### src/include/pcrs_pkg.sv
// Constants, register map and operation codes of the program counter and return stack block.
// Assumes a single 100 MHz core clock and an AXI4-Lite register bus with 32-bit data.
package pcrs_pkg;
	localparam int PCRS_PC_W = 21;
	localparam int PCRS_SP_W = 5;
	localparam int PCRS_EXT_W = 20;
	localparam int PCRS_ADDR_W = 8;
	localparam logic [PCRS_SP_W-1:0] PCRS_SP_ZERO = 5'h00;
	localparam logic [PCRS_SP_W-1:0] PCRS_SP_TOP = 5'h1f;
	localparam logic [PCRS_SP_W-1:0] PCRS_SP_ONE = 5'h01;
	localparam logic [PCRS_PC_W-1:0] PCRS_PC_STEP = 21'h000002;
	localparam logic [PCRS_PC_W-1:0] PCRS_PC_ZERO = 21'h000000;
	// Register byte offsets.
	localparam logic [PCRS_ADDR_W-1:0] PCRS_OFS_CFG = 8'h00;
	localparam logic [PCRS_ADDR_W-1:0] PCRS_OFS_MEMCTL = 8'h04;
	localparam logic [PCRS_ADDR_W-1:0] PCRS_OFS_PCL = 8'h08;
	localparam logic [PCRS_ADDR_W-1:0] PCRS_OFS_LATH = 8'h0c;
	localparam logic [PCRS_ADDR_W-1:0] PCRS_OFS_LATU = 8'h10;
	localparam logic [PCRS_ADDR_W-1:0] PCRS_OFS_SPTR = 8'h14;
	localparam logic [PCRS_ADDR_W-1:0] PCRS_OFS_TOSL = 8'h18;
	localparam logic [PCRS_ADDR_W-1:0] PCRS_OFS_TOSH = 8'h1c;
	localparam logic [PCRS_ADDR_W-1:0] PCRS_OFS_TOSU = 8'h20;
	localparam logic [PCRS_ADDR_W-1:0] PCRS_OFS_STKCFG = 8'h24;
	// Field positions and reset values.
	localparam int PCRS_CFG_WAIT = 7;
	localparam int PCRS_CFG_BW = 6;
	localparam int PCRS_CFG_EMB_LO = 4;
	localparam int PCRS_CFG_SHIFT = 3;
	localparam logic [7:0] PCRS_CFG_RST = 8'hf8;
	localparam logic [7:0] PCRS_CFG_MASK = 8'hf8;
	localparam int PCRS_MEMCTL_WAIT_LO = 4;
	localparam logic [7:0] PCRS_MEMCTL_MASK = 8'h30;
	localparam int PCRS_SPTR_FULL = 7;
	localparam int PCRS_SPTR_UNF = 6;
	localparam logic PCRS_STACK_OVERFLOW_RESET_ENABLE_RST = 1'b1;
	localparam logic [4:0] PCRS_LATU_MASK = 5'h1f;
	// Memory bus configuration field codes.
	localparam logic [1:0] PCRS_EMB_INT = 2'b11;
	localparam logic [1:0] PCRS_EMB_A12 = 2'b10;
	localparam logic [1:0] PCRS_EMB_A16 = 2'b01;
	localparam logic [PCRS_EXT_W-1:0] PCRS_MASK_A12 = 20'h00fff;
	localparam logic [PCRS_EXT_W-1:0] PCRS_MASK_A16 = 20'h0ffff;
	localparam logic [PCRS_EXT_W-1:0] PCRS_MASK_A20 = 20'hfffff;
	localparam logic [1:0] PCRS_RESP_OKAY = 2'b00;
	localparam logic [1:0] PCRS_RESP_SLVERR = 2'b10;
	typedef enum logic [2:0] {
		PCRS_OP_NONE = 3'h0,
		PCRS_OP_SEQ = 3'h1,
		PCRS_OP_JUMP = 3'h2,
		PCRS_OP_CALL = 3'h3,
		PCRS_OP_IRQ = 3'h4,
		PCRS_OP_RET = 3'h5,
		PCRS_OP_LINK = 3'h6
	} pcrs_op_t;
endpackage : pcrs_pkg

### src/pcrs_top.sv
// Program counter, fetch address steering and 31-level return stack with AXI4-Lite registers.
// Assumes the core issues one operation per cycle on op and that reset is synchronous.
// Operation
// - Internal-only mode reads above on-chip top return zero, a no-operation.
// - Config field 11 internal-only; 10, 01, 00 extended with 12, 16, 20 bits.
// - Extended mode fetches on-chip up to top, external above, automatically.
// - Extended mode allows all access both memories; internal-only blocks external.
// - Config bit 7 one disables waits; zero enables, count from memory control bits 5:4.
// - Config bit 6 one selects 16-bit data bus, zero 8-bit.
// - Shift bit 3 subtracts on-chip size from external address; clear drives counter.
// - Config bits 7:3 write-once reading one unprogrammed; bits 2:0 read zero.
// - Internal-only mode is default and sole mode without external bus.
// - Counter is 21 bits; low byte accessible, upper bytes only through latches.
// - Writing the low byte copies both latches into counter upper bits.
// - Reading the low byte copies counter upper bits into both latches.
// - Counter bit 0 stays zero except after a return to a top entry that software wrote odd; sequential step is two.
// - Call, relative call, goto, branch load counter directly without latches.
// - Push on calls and interrupt; pop on returns and enabled link instructions.
// - Calls and returns leave both latches unchanged.
// - Stack is 31 entries of 21 bits with a 5-bit pointer.
// - Push increments pointer first, then writes the addressed entry.
// - Pop loads counter from addressed entry, then decrements pointer.
// - Pointer resets to zero; zero has no entry behind it.
// - Pointer and top entry are software readable and writable.
// - Flags report stack full, overflow and underflow.
// - Full flag sets after 31 pushes; cleared by software or power-on reset.
// - Without overflow reset, pointer stops at 31, no overwrite; with it, reset requested.
// - Pop at zero returns zero, sets underflow, pointer stays zero.
// - Pointer register: full bit 7, underflow bit 6, pointer bits 4:0.
`timescale 1ns/100ps
`default_nettype none
module pcrs_top #(
	parameter logic [20:0] ONCHIP_BYTES = 21'h010000,
	parameter bit HAS_EXT_BUS = 1'b1
) (
	// Clock and reset.
	input wire logic clk,
	input wire logic srst,
	input wire logic por,
	// Core operation port.
	input wire pcrs_pkg::pcrs_op_t op,
	input wire logic [pcrs_pkg::PCRS_PC_W-1:0] op_target,
	input wire logic ext_set_en,
	input wire logic tbl_req,
	input wire logic [pcrs_pkg::PCRS_PC_W-1:0] tbl_addr,
	// Fetch and external bus steering.
	output logic [pcrs_pkg::PCRS_PC_W-1:0] pc_out_r,
	output logic fetch_ext_r,
	output logic fetch_nop_r,
	output logic [pcrs_pkg::PCRS_EXT_W-1:0] ext_addr_r,
	output logic ext_bus_en_r,
	output logic bus16_r,
	output logic wait_en_r,
	output logic [1:0] wait_cnt_r,
	output logic tbl_ext_r,
	output logic tbl_blocked_r,
	output logic stack_reset_req_r,
	// AXI4-Lite slave.
	input wire logic [pcrs_pkg::PCRS_ADDR_W-1:0] s_axi_awaddr,
	input wire logic s_axi_awvalid,
	output logic s_axi_awready,
	input wire logic [31:0] s_axi_wdata,
	input wire logic [3:0] s_axi_wstrb,
	input wire logic s_axi_wvalid,
	output logic s_axi_wready,
	output logic [1:0] s_axi_bresp,
	output logic s_axi_bvalid,
	input wire logic s_axi_bready,
	input wire logic [pcrs_pkg::PCRS_ADDR_W-1:0] s_axi_araddr,
	input wire logic s_axi_arvalid,
	output logic s_axi_arready,
	output logic [31:0] s_axi_rdata,
	output logic [1:0] s_axi_rresp,
	output logic s_axi_rvalid,
	input wire logic s_axi_rready
);
	import pcrs_pkg::*;

	logic [PCRS_PC_W-1:0] stk [1:31];
	logic [PCRS_PC_W-1:0] pc_r, pc_nxt;
	logic [PCRS_SP_W-1:0] sp_r, sp_nxt;
	logic full_r, full_nxt, unf_r, unf_nxt, rstq_nxt;
	logic [7:0] lath_r, lath_nxt;
	logic [4:0] latu_r, latu_nxt;
	logic [7:0] cfg_r, cfg_nxt;
	logic cfg_done_r, cfg_done_nxt;
	logic [7:0] memctl_r, memctl_nxt;
	logic stack_overflow_reset_enable_r, stack_overflow_reset_enable_nxt;
	logic stk_we;
	logic [PCRS_SP_W-1:0] stk_wa;
	logic [PCRS_PC_W-1:0] stk_wd, top_of_stack_entry;
	logic awr_nxt, bv_nxt, arr_nxt, rv_nxt;
	logic [1:0] bresp_nxt, rresp_nxt;
	logic [31:0] rdata_nxt;
	logic wr_fire, rd_fire, wr_b0, pcl_wr, pcl_rd;
	logic [PCRS_ADDR_W-1:0] wa;
	logic [7:0] wd;
	logic do_push, do_pop;
	logic [PCRS_PC_W-1:0] push_val;
	logic [1:0] memory_bus_config_field;
	logic int_only, above_top;
	logic [PCRS_PC_W-1:0] ext_full;
	logic [PCRS_EXT_W-1:0] ext_mask;

	// Top-of-stack view; pointer zero has no entry and reads zero.
	assign top_of_stack_entry = (sp_r == PCRS_SP_ZERO) ? PCRS_PC_ZERO : stk[sp_r];
	assign wr_fire = s_axi_awready;
	assign rd_fire = s_axi_arready;
	assign wa = s_axi_awaddr;
	assign wd = s_axi_wdata[7:0];
	assign wr_b0 = wr_fire && s_axi_wstrb[0];
	assign pcl_wr = wr_b0 && (wa == PCRS_OFS_PCL);
	assign pcl_rd = rd_fire && (s_axi_araddr == PCRS_OFS_PCL);

	// Bus slave: both write channels are taken together, one cycle after both are valid.
	always_comb begin
		awr_nxt = s_axi_awvalid && s_axi_wvalid && !s_axi_awready && !s_axi_bvalid;
		bv_nxt = s_axi_bvalid ? !s_axi_bready : wr_fire;
		bresp_nxt = s_axi_bresp;
		if (wr_fire) begin
			bresp_nxt = (wa > PCRS_OFS_STKCFG || wa[1:0] != 2'b00) ? PCRS_RESP_SLVERR : PCRS_RESP_OKAY;
		end
		arr_nxt = s_axi_arvalid && !s_axi_arready && !s_axi_rvalid;
		rv_nxt = s_axi_rvalid ? !s_axi_rready : rd_fire;
		rresp_nxt = s_axi_rresp;
		rdata_nxt = s_axi_rdata;
		if (rd_fire) begin
			rresp_nxt = PCRS_RESP_OKAY;
			rdata_nxt = 32'h00000000;
			case (s_axi_araddr)
				PCRS_OFS_CFG: rdata_nxt[7:0] = cfg_r & PCRS_CFG_MASK;
				PCRS_OFS_MEMCTL: rdata_nxt[7:0] = memctl_r;
				PCRS_OFS_PCL: rdata_nxt[7:0] = pc_r[7:0];
				PCRS_OFS_LATH: rdata_nxt[7:0] = lath_r;
				PCRS_OFS_LATU: rdata_nxt[4:0] = latu_r;
				PCRS_OFS_SPTR: rdata_nxt[7:0] = {full_r, unf_r, 1'b0, sp_r};
				PCRS_OFS_TOSL: rdata_nxt[7:0] = top_of_stack_entry[7:0];
				PCRS_OFS_TOSH: rdata_nxt[7:0] = top_of_stack_entry[15:8];
				PCRS_OFS_TOSU: rdata_nxt[4:0] = top_of_stack_entry[20:16];
				PCRS_OFS_STKCFG: rdata_nxt[0] = stack_overflow_reset_enable_r;
				default: rresp_nxt = PCRS_RESP_SLVERR;
			endcase
		end
	end

	always_ff @(posedge clk) begin
		if (srst) begin
			s_axi_awready <= 1'b0;
			s_axi_wready <= 1'b0;
			s_axi_bvalid <= 1'b0;
			s_axi_bresp <= PCRS_RESP_OKAY;
			s_axi_arready <= 1'b0;
			s_axi_rvalid <= 1'b0;
			s_axi_rresp <= PCRS_RESP_OKAY;
			s_axi_rdata <= 32'h00000000;
		end else begin
			s_axi_awready <= awr_nxt;
			s_axi_wready <= awr_nxt;
			s_axi_bvalid <= bv_nxt;
			s_axi_bresp <= bresp_nxt;
			s_axi_arready <= arr_nxt;
			s_axi_rvalid <= rv_nxt;
			s_axi_rresp <= rresp_nxt;
			s_axi_rdata <= rdata_nxt;
		end
	end

	// Counter, latches, stack and configuration; software first, then hardware so sets win.
	always_comb begin
		pc_nxt = pc_r;
		sp_nxt = sp_r;
		full_nxt = full_r;
		unf_nxt = unf_r;
		lath_nxt = lath_r;
		latu_nxt = latu_r;
		cfg_nxt = cfg_r;
		cfg_done_nxt = cfg_done_r;
		memctl_nxt = memctl_r;
		stack_overflow_reset_enable_nxt = stack_overflow_reset_enable_r;
		rstq_nxt = 1'b0;
		stk_we = 1'b0;
		stk_wa = sp_r;
		stk_wd = top_of_stack_entry;
		do_push = (op == PCRS_OP_CALL || op == PCRS_OP_IRQ) && !pcl_wr;
		do_pop = (op == PCRS_OP_RET || (op == PCRS_OP_LINK && ext_set_en)) && !pcl_wr;
		push_val = (op == PCRS_OP_CALL) ? pc_r + PCRS_PC_STEP : pc_r;
		if (pcl_rd) begin
			lath_nxt = pc_r[15:8];
			latu_nxt = pc_r[20:16];
		end
		if (wr_b0) begin
			case (wa)
				PCRS_OFS_CFG: begin
					if (!cfg_done_r) begin
						cfg_nxt = wd & PCRS_CFG_MASK;
						cfg_done_nxt = 1'b1;
					end
				end
				PCRS_OFS_MEMCTL: memctl_nxt = wd & PCRS_MEMCTL_MASK;
				PCRS_OFS_PCL: pc_nxt = {latu_r, lath_r, wd[7:1], 1'b0};
				PCRS_OFS_LATH: lath_nxt = wd;
				PCRS_OFS_LATU: latu_nxt = wd[4:0] & PCRS_LATU_MASK;
				PCRS_OFS_SPTR: begin
					sp_nxt = wd[PCRS_SP_W-1:0];
					full_nxt = full_r && wd[PCRS_SPTR_FULL];
					unf_nxt = unf_r && wd[PCRS_SPTR_UNF];
				end
				PCRS_OFS_TOSL: begin
					stk_we = (sp_r != PCRS_SP_ZERO);
					stk_wd[7:0] = wd;
				end
				PCRS_OFS_TOSH: begin
					stk_we = (sp_r != PCRS_SP_ZERO);
					stk_wd[15:8] = wd;
				end
				PCRS_OFS_TOSU: begin
					stk_we = (sp_r != PCRS_SP_ZERO);
					stk_wd[20:16] = wd[4:0];
				end
				PCRS_OFS_STKCFG: stack_overflow_reset_enable_nxt = wd[0];
				default: stk_we = 1'b0;
			endcase
		end
		if (!pcl_wr) begin
			case (op)
				PCRS_OP_SEQ: pc_nxt = pc_r + PCRS_PC_STEP;
				PCRS_OP_JUMP, PCRS_OP_CALL, PCRS_OP_IRQ: begin
					pc_nxt = {op_target[PCRS_PC_W-1:1], 1'b0};
				end
				PCRS_OP_LINK: if (!ext_set_en) pc_nxt = pc_r + PCRS_PC_STEP;
				default: pc_nxt = pc_nxt;
			endcase
		end
		if (do_push) begin
			if (sp_r == PCRS_SP_TOP) begin
				sp_nxt = sp_r;
				full_nxt = 1'b1;
			end else begin
				sp_nxt = sp_r + PCRS_SP_ONE;
				stk_we = 1'b1;
				stk_wa = sp_r + PCRS_SP_ONE;
				stk_wd = push_val;
				if (sp_r + PCRS_SP_ONE == PCRS_SP_TOP) begin
					full_nxt = 1'b1;
					rstq_nxt = stack_overflow_reset_enable_r;
				end
			end
		end else if (do_pop) begin
			if (sp_r == PCRS_SP_ZERO) begin
				pc_nxt = PCRS_PC_ZERO;
				sp_nxt = PCRS_SP_ZERO;
				unf_nxt = 1'b1;
				rstq_nxt = stack_overflow_reset_enable_r;
			end else begin
				pc_nxt = top_of_stack_entry;
				sp_nxt = sp_r - PCRS_SP_ONE;
			end
		end
	end

	always_ff @(posedge clk) begin
		if (srst) begin
			pc_r <= PCRS_PC_ZERO;
			sp_r <= PCRS_SP_ZERO;
			lath_r <= 8'h00;
			latu_r <= 5'h00;
			cfg_r <= PCRS_CFG_RST;
			cfg_done_r <= 1'b0;
			memctl_r <= 8'h00;
			stack_overflow_reset_enable_r <= PCRS_STACK_OVERFLOW_RESET_ENABLE_RST;
			stack_reset_req_r <= 1'b0;
			if (por) begin
				full_r <= 1'b0;
				unf_r <= 1'b0;
			end
		end else begin
			pc_r <= pc_nxt;
			sp_r <= sp_nxt;
			full_r <= full_nxt;
			unf_r <= unf_nxt;
			lath_r <= lath_nxt;
			latu_r <= latu_nxt;
			cfg_r <= cfg_nxt;
			cfg_done_r <= cfg_done_nxt;
			memctl_r <= memctl_nxt;
			stack_overflow_reset_enable_r <= stack_overflow_reset_enable_nxt;
			stack_reset_req_r <= rstq_nxt;
		end
		if (stk_we) stk[stk_wa] <= stk_wd;
	end

	// Fetch and external bus steering, registered from the current counter.
	always_comb begin
		memory_bus_config_field = HAS_EXT_BUS ? cfg_r[PCRS_CFG_EMB_LO+:2] : PCRS_EMB_INT;
		int_only = (memory_bus_config_field == PCRS_EMB_INT);
		above_top = (pc_r >= ONCHIP_BYTES);
		ext_full = cfg_r[PCRS_CFG_SHIFT] ? pc_r - ONCHIP_BYTES : pc_r;
		case (memory_bus_config_field)
			PCRS_EMB_A12: ext_mask = PCRS_MASK_A12;
			PCRS_EMB_A16: ext_mask = PCRS_MASK_A16;
			default: ext_mask = PCRS_MASK_A20;
		endcase
	end

	always_ff @(posedge clk) begin
		if (srst) begin
			pc_out_r <= PCRS_PC_ZERO;
			fetch_ext_r <= 1'b0;
			fetch_nop_r <= 1'b0;
			ext_addr_r <= 20'h00000;
			ext_bus_en_r <= 1'b0;
			bus16_r <= 1'b0;
			wait_en_r <= 1'b0;
			wait_cnt_r <= 2'b00;
			tbl_ext_r <= 1'b0;
			tbl_blocked_r <= 1'b0;
		end else begin
			pc_out_r <= pc_r;
			fetch_ext_r <= !int_only && above_top;
			fetch_nop_r <= int_only && above_top;
			ext_addr_r <= (!int_only && above_top) ? ext_full[PCRS_EXT_W-1:0] & ext_mask : 20'h00000;
			ext_bus_en_r <= !int_only;
			bus16_r <= cfg_r[PCRS_CFG_BW];
			wait_en_r <= !cfg_r[PCRS_CFG_WAIT];
			wait_cnt_r <= memctl_r[PCRS_MEMCTL_WAIT_LO+:2];
			tbl_ext_r <= tbl_req && !int_only && (tbl_addr >= ONCHIP_BYTES);
			tbl_blocked_r <= tbl_req && int_only && (tbl_addr >= ONCHIP_BYTES);
		end
	end
endmodule : pcrs_top
`default_nettype wire

### config.mk
export PLATFORM = sky130hd
export DESIGN_NAME = pcrs_top
export DESIGN_NICKNAME = d
export VERILOG_FILES = /design/src/include/pcrs_pkg.sv /design/src/pcrs_top.sv
export SDC_FILE = /design/constraint.sdc
export NUM_CORES = 1
export LEC_CHECK = 0
export BUFFER_PORTS_ARGS = -buffer_cell sky130_fd_sc_hd__buf_4
export CORE_UTILIZATION = 51
export CTS_BUF_LIST = sky130_fd_sc_hd__clkbuf_4
export CTS_CLUSTER_DIAMETER = 50
export DETAILED_ROUTE_END_ITERATION = 10
export PLACE_DENSITY_LB_ADDON = 0.25
export SYNTH_ARGS = -nofsm -noshare
export SYNTH_HDL_FRONTEND = slang
export SYNTH_SLANG_ARGS = --single-unit
### constraint.sdc
create_clock -name clk -period 6.4 [get_ports clk]
set_input_delay 1.28 -clock clk [delete_from_list [all_inputs] [get_ports clk]]
set_output_delay 1.28 -clock clk [all_outputs]
set_load 0.05 [all_outputs]
* Word level (Yosys, flattened, before mapping)
Memories as Yosys holds them, arrays and structs flattened. A register that Yosys moved wholly into a read port is not among the register bits.
Cells that the tools add are included.
** Operators by class
- Add/subtract/negate cells :: 4
- $lt $le $gt $ge :: 3
- Eq/ne operators :: 30
- Multiplexer cells :: 64
- Bitwise operators :: 3
- Reduce and logical (&&, ||, !) cells :: 47
** Operators by type and width (count)
- 21-bit 2-to-1 mux :: 12
- 5-bit 2-to-1 mux :: 13
- 8-bit by 5-bit equality test with 1-bit output (second input constant) :: 8
- 21-bit case mux with 3 select lines :: 1
- 21-bit by 17-bit greater-or-equal comparator with 1-bit output (second input constant) :: 2
- 8-bit 2-to-1 mux :: 5
- 20-bit case mux with 2 select lines :: 1
- 4-bit case mux with 9 select lines :: 1
- 8-bit by 4-bit equality test with 1-bit output (second input constant) :: 4
- 8-bit by 6-bit equality test with 1-bit output (second input constant) :: 4
- 1-bit 2-to-1 mux :: 26
- 21-bit by 2-bit adder with 21-bit output (second input constant) :: 1
- 3-bit case mux with 7 select lines :: 1
- 20-bit AND :: 1
- 20-bit 2-to-1 mux :: 1
- 20-bit by 17-bit subtractor with 20-bit output (second input constant) :: 1
- 1-bit logical AND :: 19
- 8-bit by 3-bit equality test with 1-bit output (second input constant) :: 2
- 8-bit zero test :: 2
- 5-bit equality test (second input constant) :: 2
- 10-bit OR reduction :: 1
- 3-bit equality test (second input constant) :: 3
- 1-bit zero test :: 9
- 8-bit by 6-bit greater-than comparator with 1-bit output (second input constant) :: 1
- other kinds (19) :: 30
** Word-level totals
- Register bits :: 117
- Memory bits (writable) :: 651
- Bits of input ports :: 107
- Output and inout bits :: 92
- Logic and storage cells :: 180
- Memories kept :: 1
** Memory list
- stk :: depth 31, bits a word 21, read ports 1, clocked after Yosys merged registers in 1, wr ports 1, line pcrs_top.sv:79 : logic [PCRS_PC_W-1:0] stk [1:31];

* Logic depth before layout (Yosys ltp)
- Word-level depth :: 8
- Gate-level depth with buffers :: 11
- Depth with buffers taken out :: 10

* Worst setup path before layout
No wires, ideal clock.
- Kind :: input-to-reg
- From :: input port op[1]
- To :: memory stk[10][2] (data pin)
- Library setup time :: 0.457 ns
- Arrival time :: 4.093 ns
- Data required time :: 5.943 ns
- Setup slack :: 1.850 ns
- Stages :: 8
- Buffers on the path :: 3
- Path through :: clkbuf_1 -> or3b_1 -> a32o_1 -> clkbuf_1 -> nor2_1 -> buf_2 -> a221o_1 -> a21boi_0
** Between the ends
- Cells in the longest elaborated chain, start to end :: 4
- Elaborated cells on any way between the ends :: 7
- Those cells by class :: eq/ne (2); mux (3); reduce/logical (2)
** Ends and longest elaborated chain
- from (decl) :: line pcrs_top.sv:41 : input wire pcrs_pkg::pcrs_op_t op,
- 3-bit by 2-bit equality test with 1-bit output or 3-bit equality test (tied branches) :: line pcrs_top.sv:184, pcrs_top.sv:186
- 21-bit 2-to-1 mux or 1-bit logical OR (tied branches) :: line pcrs_top.sv:186, pcrs_top.sv:184
- 21-bit 2-to-1 mux or 1-bit logical AND (tied branches) :: line pcrs_top.sv:235, pcrs_top.sv:184
- 21-bit 2-to-1 mux (*) :: line pcrs_top.sv:234 : if (do_push) begin
- net stk_wd[2] :: line pcrs_top.sv:91 : logic [PCRS_PC_W-1:0] stk_wd, top_of_stack_entry;
- to (decl) :: line pcrs_top.sv:79
Mark *: on every way through the listed nets, which the timed path passes. The rest lies on a longest branch.

==> impl_metrics.yaml <==
status:
  status: "finished, final reports clean"
die:
  die-height_um: 254.2
  fp.coreArea_mm2: 0.06297
  die_w_um: 254.2
  rows: 92
  io_pins: 199
  dieArea_mm2: 0.06461
  start_util: 0.5151
drt:
  drc: 0
  dr.pass1.iters: 6
  viasPerCell: 6.089
  vias: 20430
  drt-initial-drc-count: 1934
  final_antenna_net_count: 0
  drt-total-wl_um: 86030
  wl_per_cell_um: 25.64
logic_synthesis:
  ys_ff_latch: 771
  synth_cells: 2115
  synth_edf_count: 653
  ys_warn_count: 0
  ys_async_sr_fraction: 0
  ys_types: 77
  yosysSeqAreaShare: 0.6774
  syn_area_mm2: 0.03243
  synth-main-ff-cell: "edfxtp_1"
  avgSynthCellArea_um2: 15.34
clock_tree:
  cts_buffer_depth: 3
  cts.sinks: 771
  h-tree-depth: 4
  holdBufCountCts: 0
  clk_pin_slew_worst_paths_ns: 0.07
  clock_latency_ns: 1.02
  cts_setup_buffers: 0
  numCtsBuffers: 189
  cts.repair.resized: 0
  cts_root_buf: "clkbuf_4"
  tritoncts: "yes"
final_layout:
  syn_to_final_growth_pct: 13.68
  drive_gt1_frac: 0.2785
  num-nets-final: 2487
  finalNonFillerCells: 3355
  final_cell_mix: "edfxtp_1, clkbuf_4, buf_4, mux4_2, mux2i_1"
  final_common_cell: "edfxtp_1"
worst_setup_path:
  crit_required_ns: 7.00
  cp-start-kind: "register"
  worst_setup_path_end_kind: "register"
  crit_arrival_ns: 5.01
  rrSetupSlack_ns: 2.00
  path_class: "register to register"
  worstPathMaxFanout: 55
global_route:
  grt_max_degree: 68
  grt-ovfl-total: 0
  track_usage: 0.2694
  antenna_found_initial: 1
  grt_first_pass_wirelength_um: 125500
  first_global_vias: 19860
sta:
  period_needed_ns: 4.405
  clock_skew_ns: 0.07761
  fin_setup_tns_ns: 0
  hold_viol_final: 0
  setup_viol: 0
  fmax_ghz: 0.2270
  maxSlewViolCount: 0
  tightest_slew_ns: 1.359
  period_share: 0.6882
  rsz0062_at_grt: "no"
  relSlewSlack: 0.09399
power:
  power_density_mw_per_mm2: 307.3
  ir_drop_mv: 0.1502
  p_leak_nw: 12.23
placement:
  dp_hpwl_um: 55130
  io_buffers: 128
  placed_cells: 3023
  routabilityCongestion: 1.001
min_path:
  holdCritPathClass: "input pin to register"
run:
  max_cap_viol_count: 0
## state kept, by name, indices dropped and copies added (netlist names), 8 cells and up, named ones only
register and count:
ext_addr_r 20, lath_r 8, pc_out_r 21, pc_r 21
s_axi_rdata 8, stk 651
## power breakdown
part,total [mW],leakage [nW],switching [mW],internal (mW)
clock,4.11,1.44,1.95,2.16
sequential,5.86,6.90,0.0966,5.76
combinational,1.36,3.89,0.934,0.430
total,11.3,12.2,2.98,8.35
## synth_stat cells, drive strengths merged, types with 7 or more instances
master,count,area share
o211ai,10,0.0023
nor3,29,0.0045
a31oi,11,0.0021
nand3,43,0.0066
a22oi,44,0.010
mux2,14,0.0049
dfxtp,118,0.073
xor2,10,0.0027
o21ai,43,0.0066
xnor2,22,0.0059
edfxtp,653,0.60
and2,27,0.0052
a21oi,123,0.019
clkbuf,75,0.0087
nand2,96,0.011
nor4,15,0.0031
nand4,12,0.0023
a211oi,41,0.0095
or3,7,0.0014
inv,19,0.0022
and3,16,0.0031
nand2b,13,0.0025
ha,12,0.0046
a32oi,9,0.0027
nor2b,40,0.0077
a221oi,30,0.0081
nor2,142,0.016
buf,91,0.020
a211o,11,0.0030
a21o,9,0.0021
mux4,120,0.083
mux2i,116,0.036
nor4b,8,0.0024
## per-stage QoR
step | cell area [um2] | worst slack (ns) | hold slack, ns | power, mW | utilization
6_report | 36870 | 1.995 | 0.4515 | 11.33 | 0.5856
2_1_floorplan | 32530 | 1.850 | 0.4079 | 6.803 | -
3_5_place_dp | 34430 | 1.297 | 0.4557 | 7.303 | 0.5467
5_1_grt | 36870 | 1.820 | 0.3944 | 11.75 | 0.5855
3_3_place_gp | 34430 | 1.408 | 0.4429 | 7.268 | 0.5467
4_1_cts | 36860 | 2.227 | 0.3547 | 11.40 | 0.5854
## worst max-delay path: stages, from the launching register on
cell	delay, ns
dfxtp_4	0.92
buf_12	0.39
mux2i_1	0.13
a22oi_1	0.21
a21oi_1	0.22
nor4_1	0.87
a221o_1	0.25
a21boi_2	0.94
## layout make-up
class / instances / area, um2
fill: 4856 / 26090
antenna: 3 / 7.507
clock buffer: 265 / 1989
tap: 846 / 1059
sequential: 771 / 21980
timing repair buffer: 203 / 1587
clock inverter: 64 / 442.9
multi-input combinational: 1184 / 9733
inverter: 19 / 71.32
## worst paths after layout
kind	depth (start not counted)	start	endpoint
worst min register to register	1	cfg_r[7]	wait_en_r
worst min-delay path	2	s_axi_rready	s_axi_rvalid
worst max-delay path	7	register	stk[23][2]
worst max register to register	7	register	stk[23][2]
## per-layer routing
layer  wire (um)  track usage
met1       33950       0.3525
met2       41280       0.4302
met5           0            0
met4        3374       0.1291
met3        7421      0.05889
## cell families (layout without fill, tap and decap cells)
family	Yosys count	in the layout	share of synthesized area
XOR/XNOR	32	32	0.008641
AO/OA/AOI/OAI	389	389	0.08101
other	1	29	0.0001156
AND/OR/NAND/NOR	475	475	0.07306
flip-flops	771	771	0.6774
adder cells (fa/ha/maj)	12	12	0.004629
multiplexers	250	250	0.1240
buffers and inverters	185	551	0.03117
No activity file was read; power rests on OpenSTA's default activity.
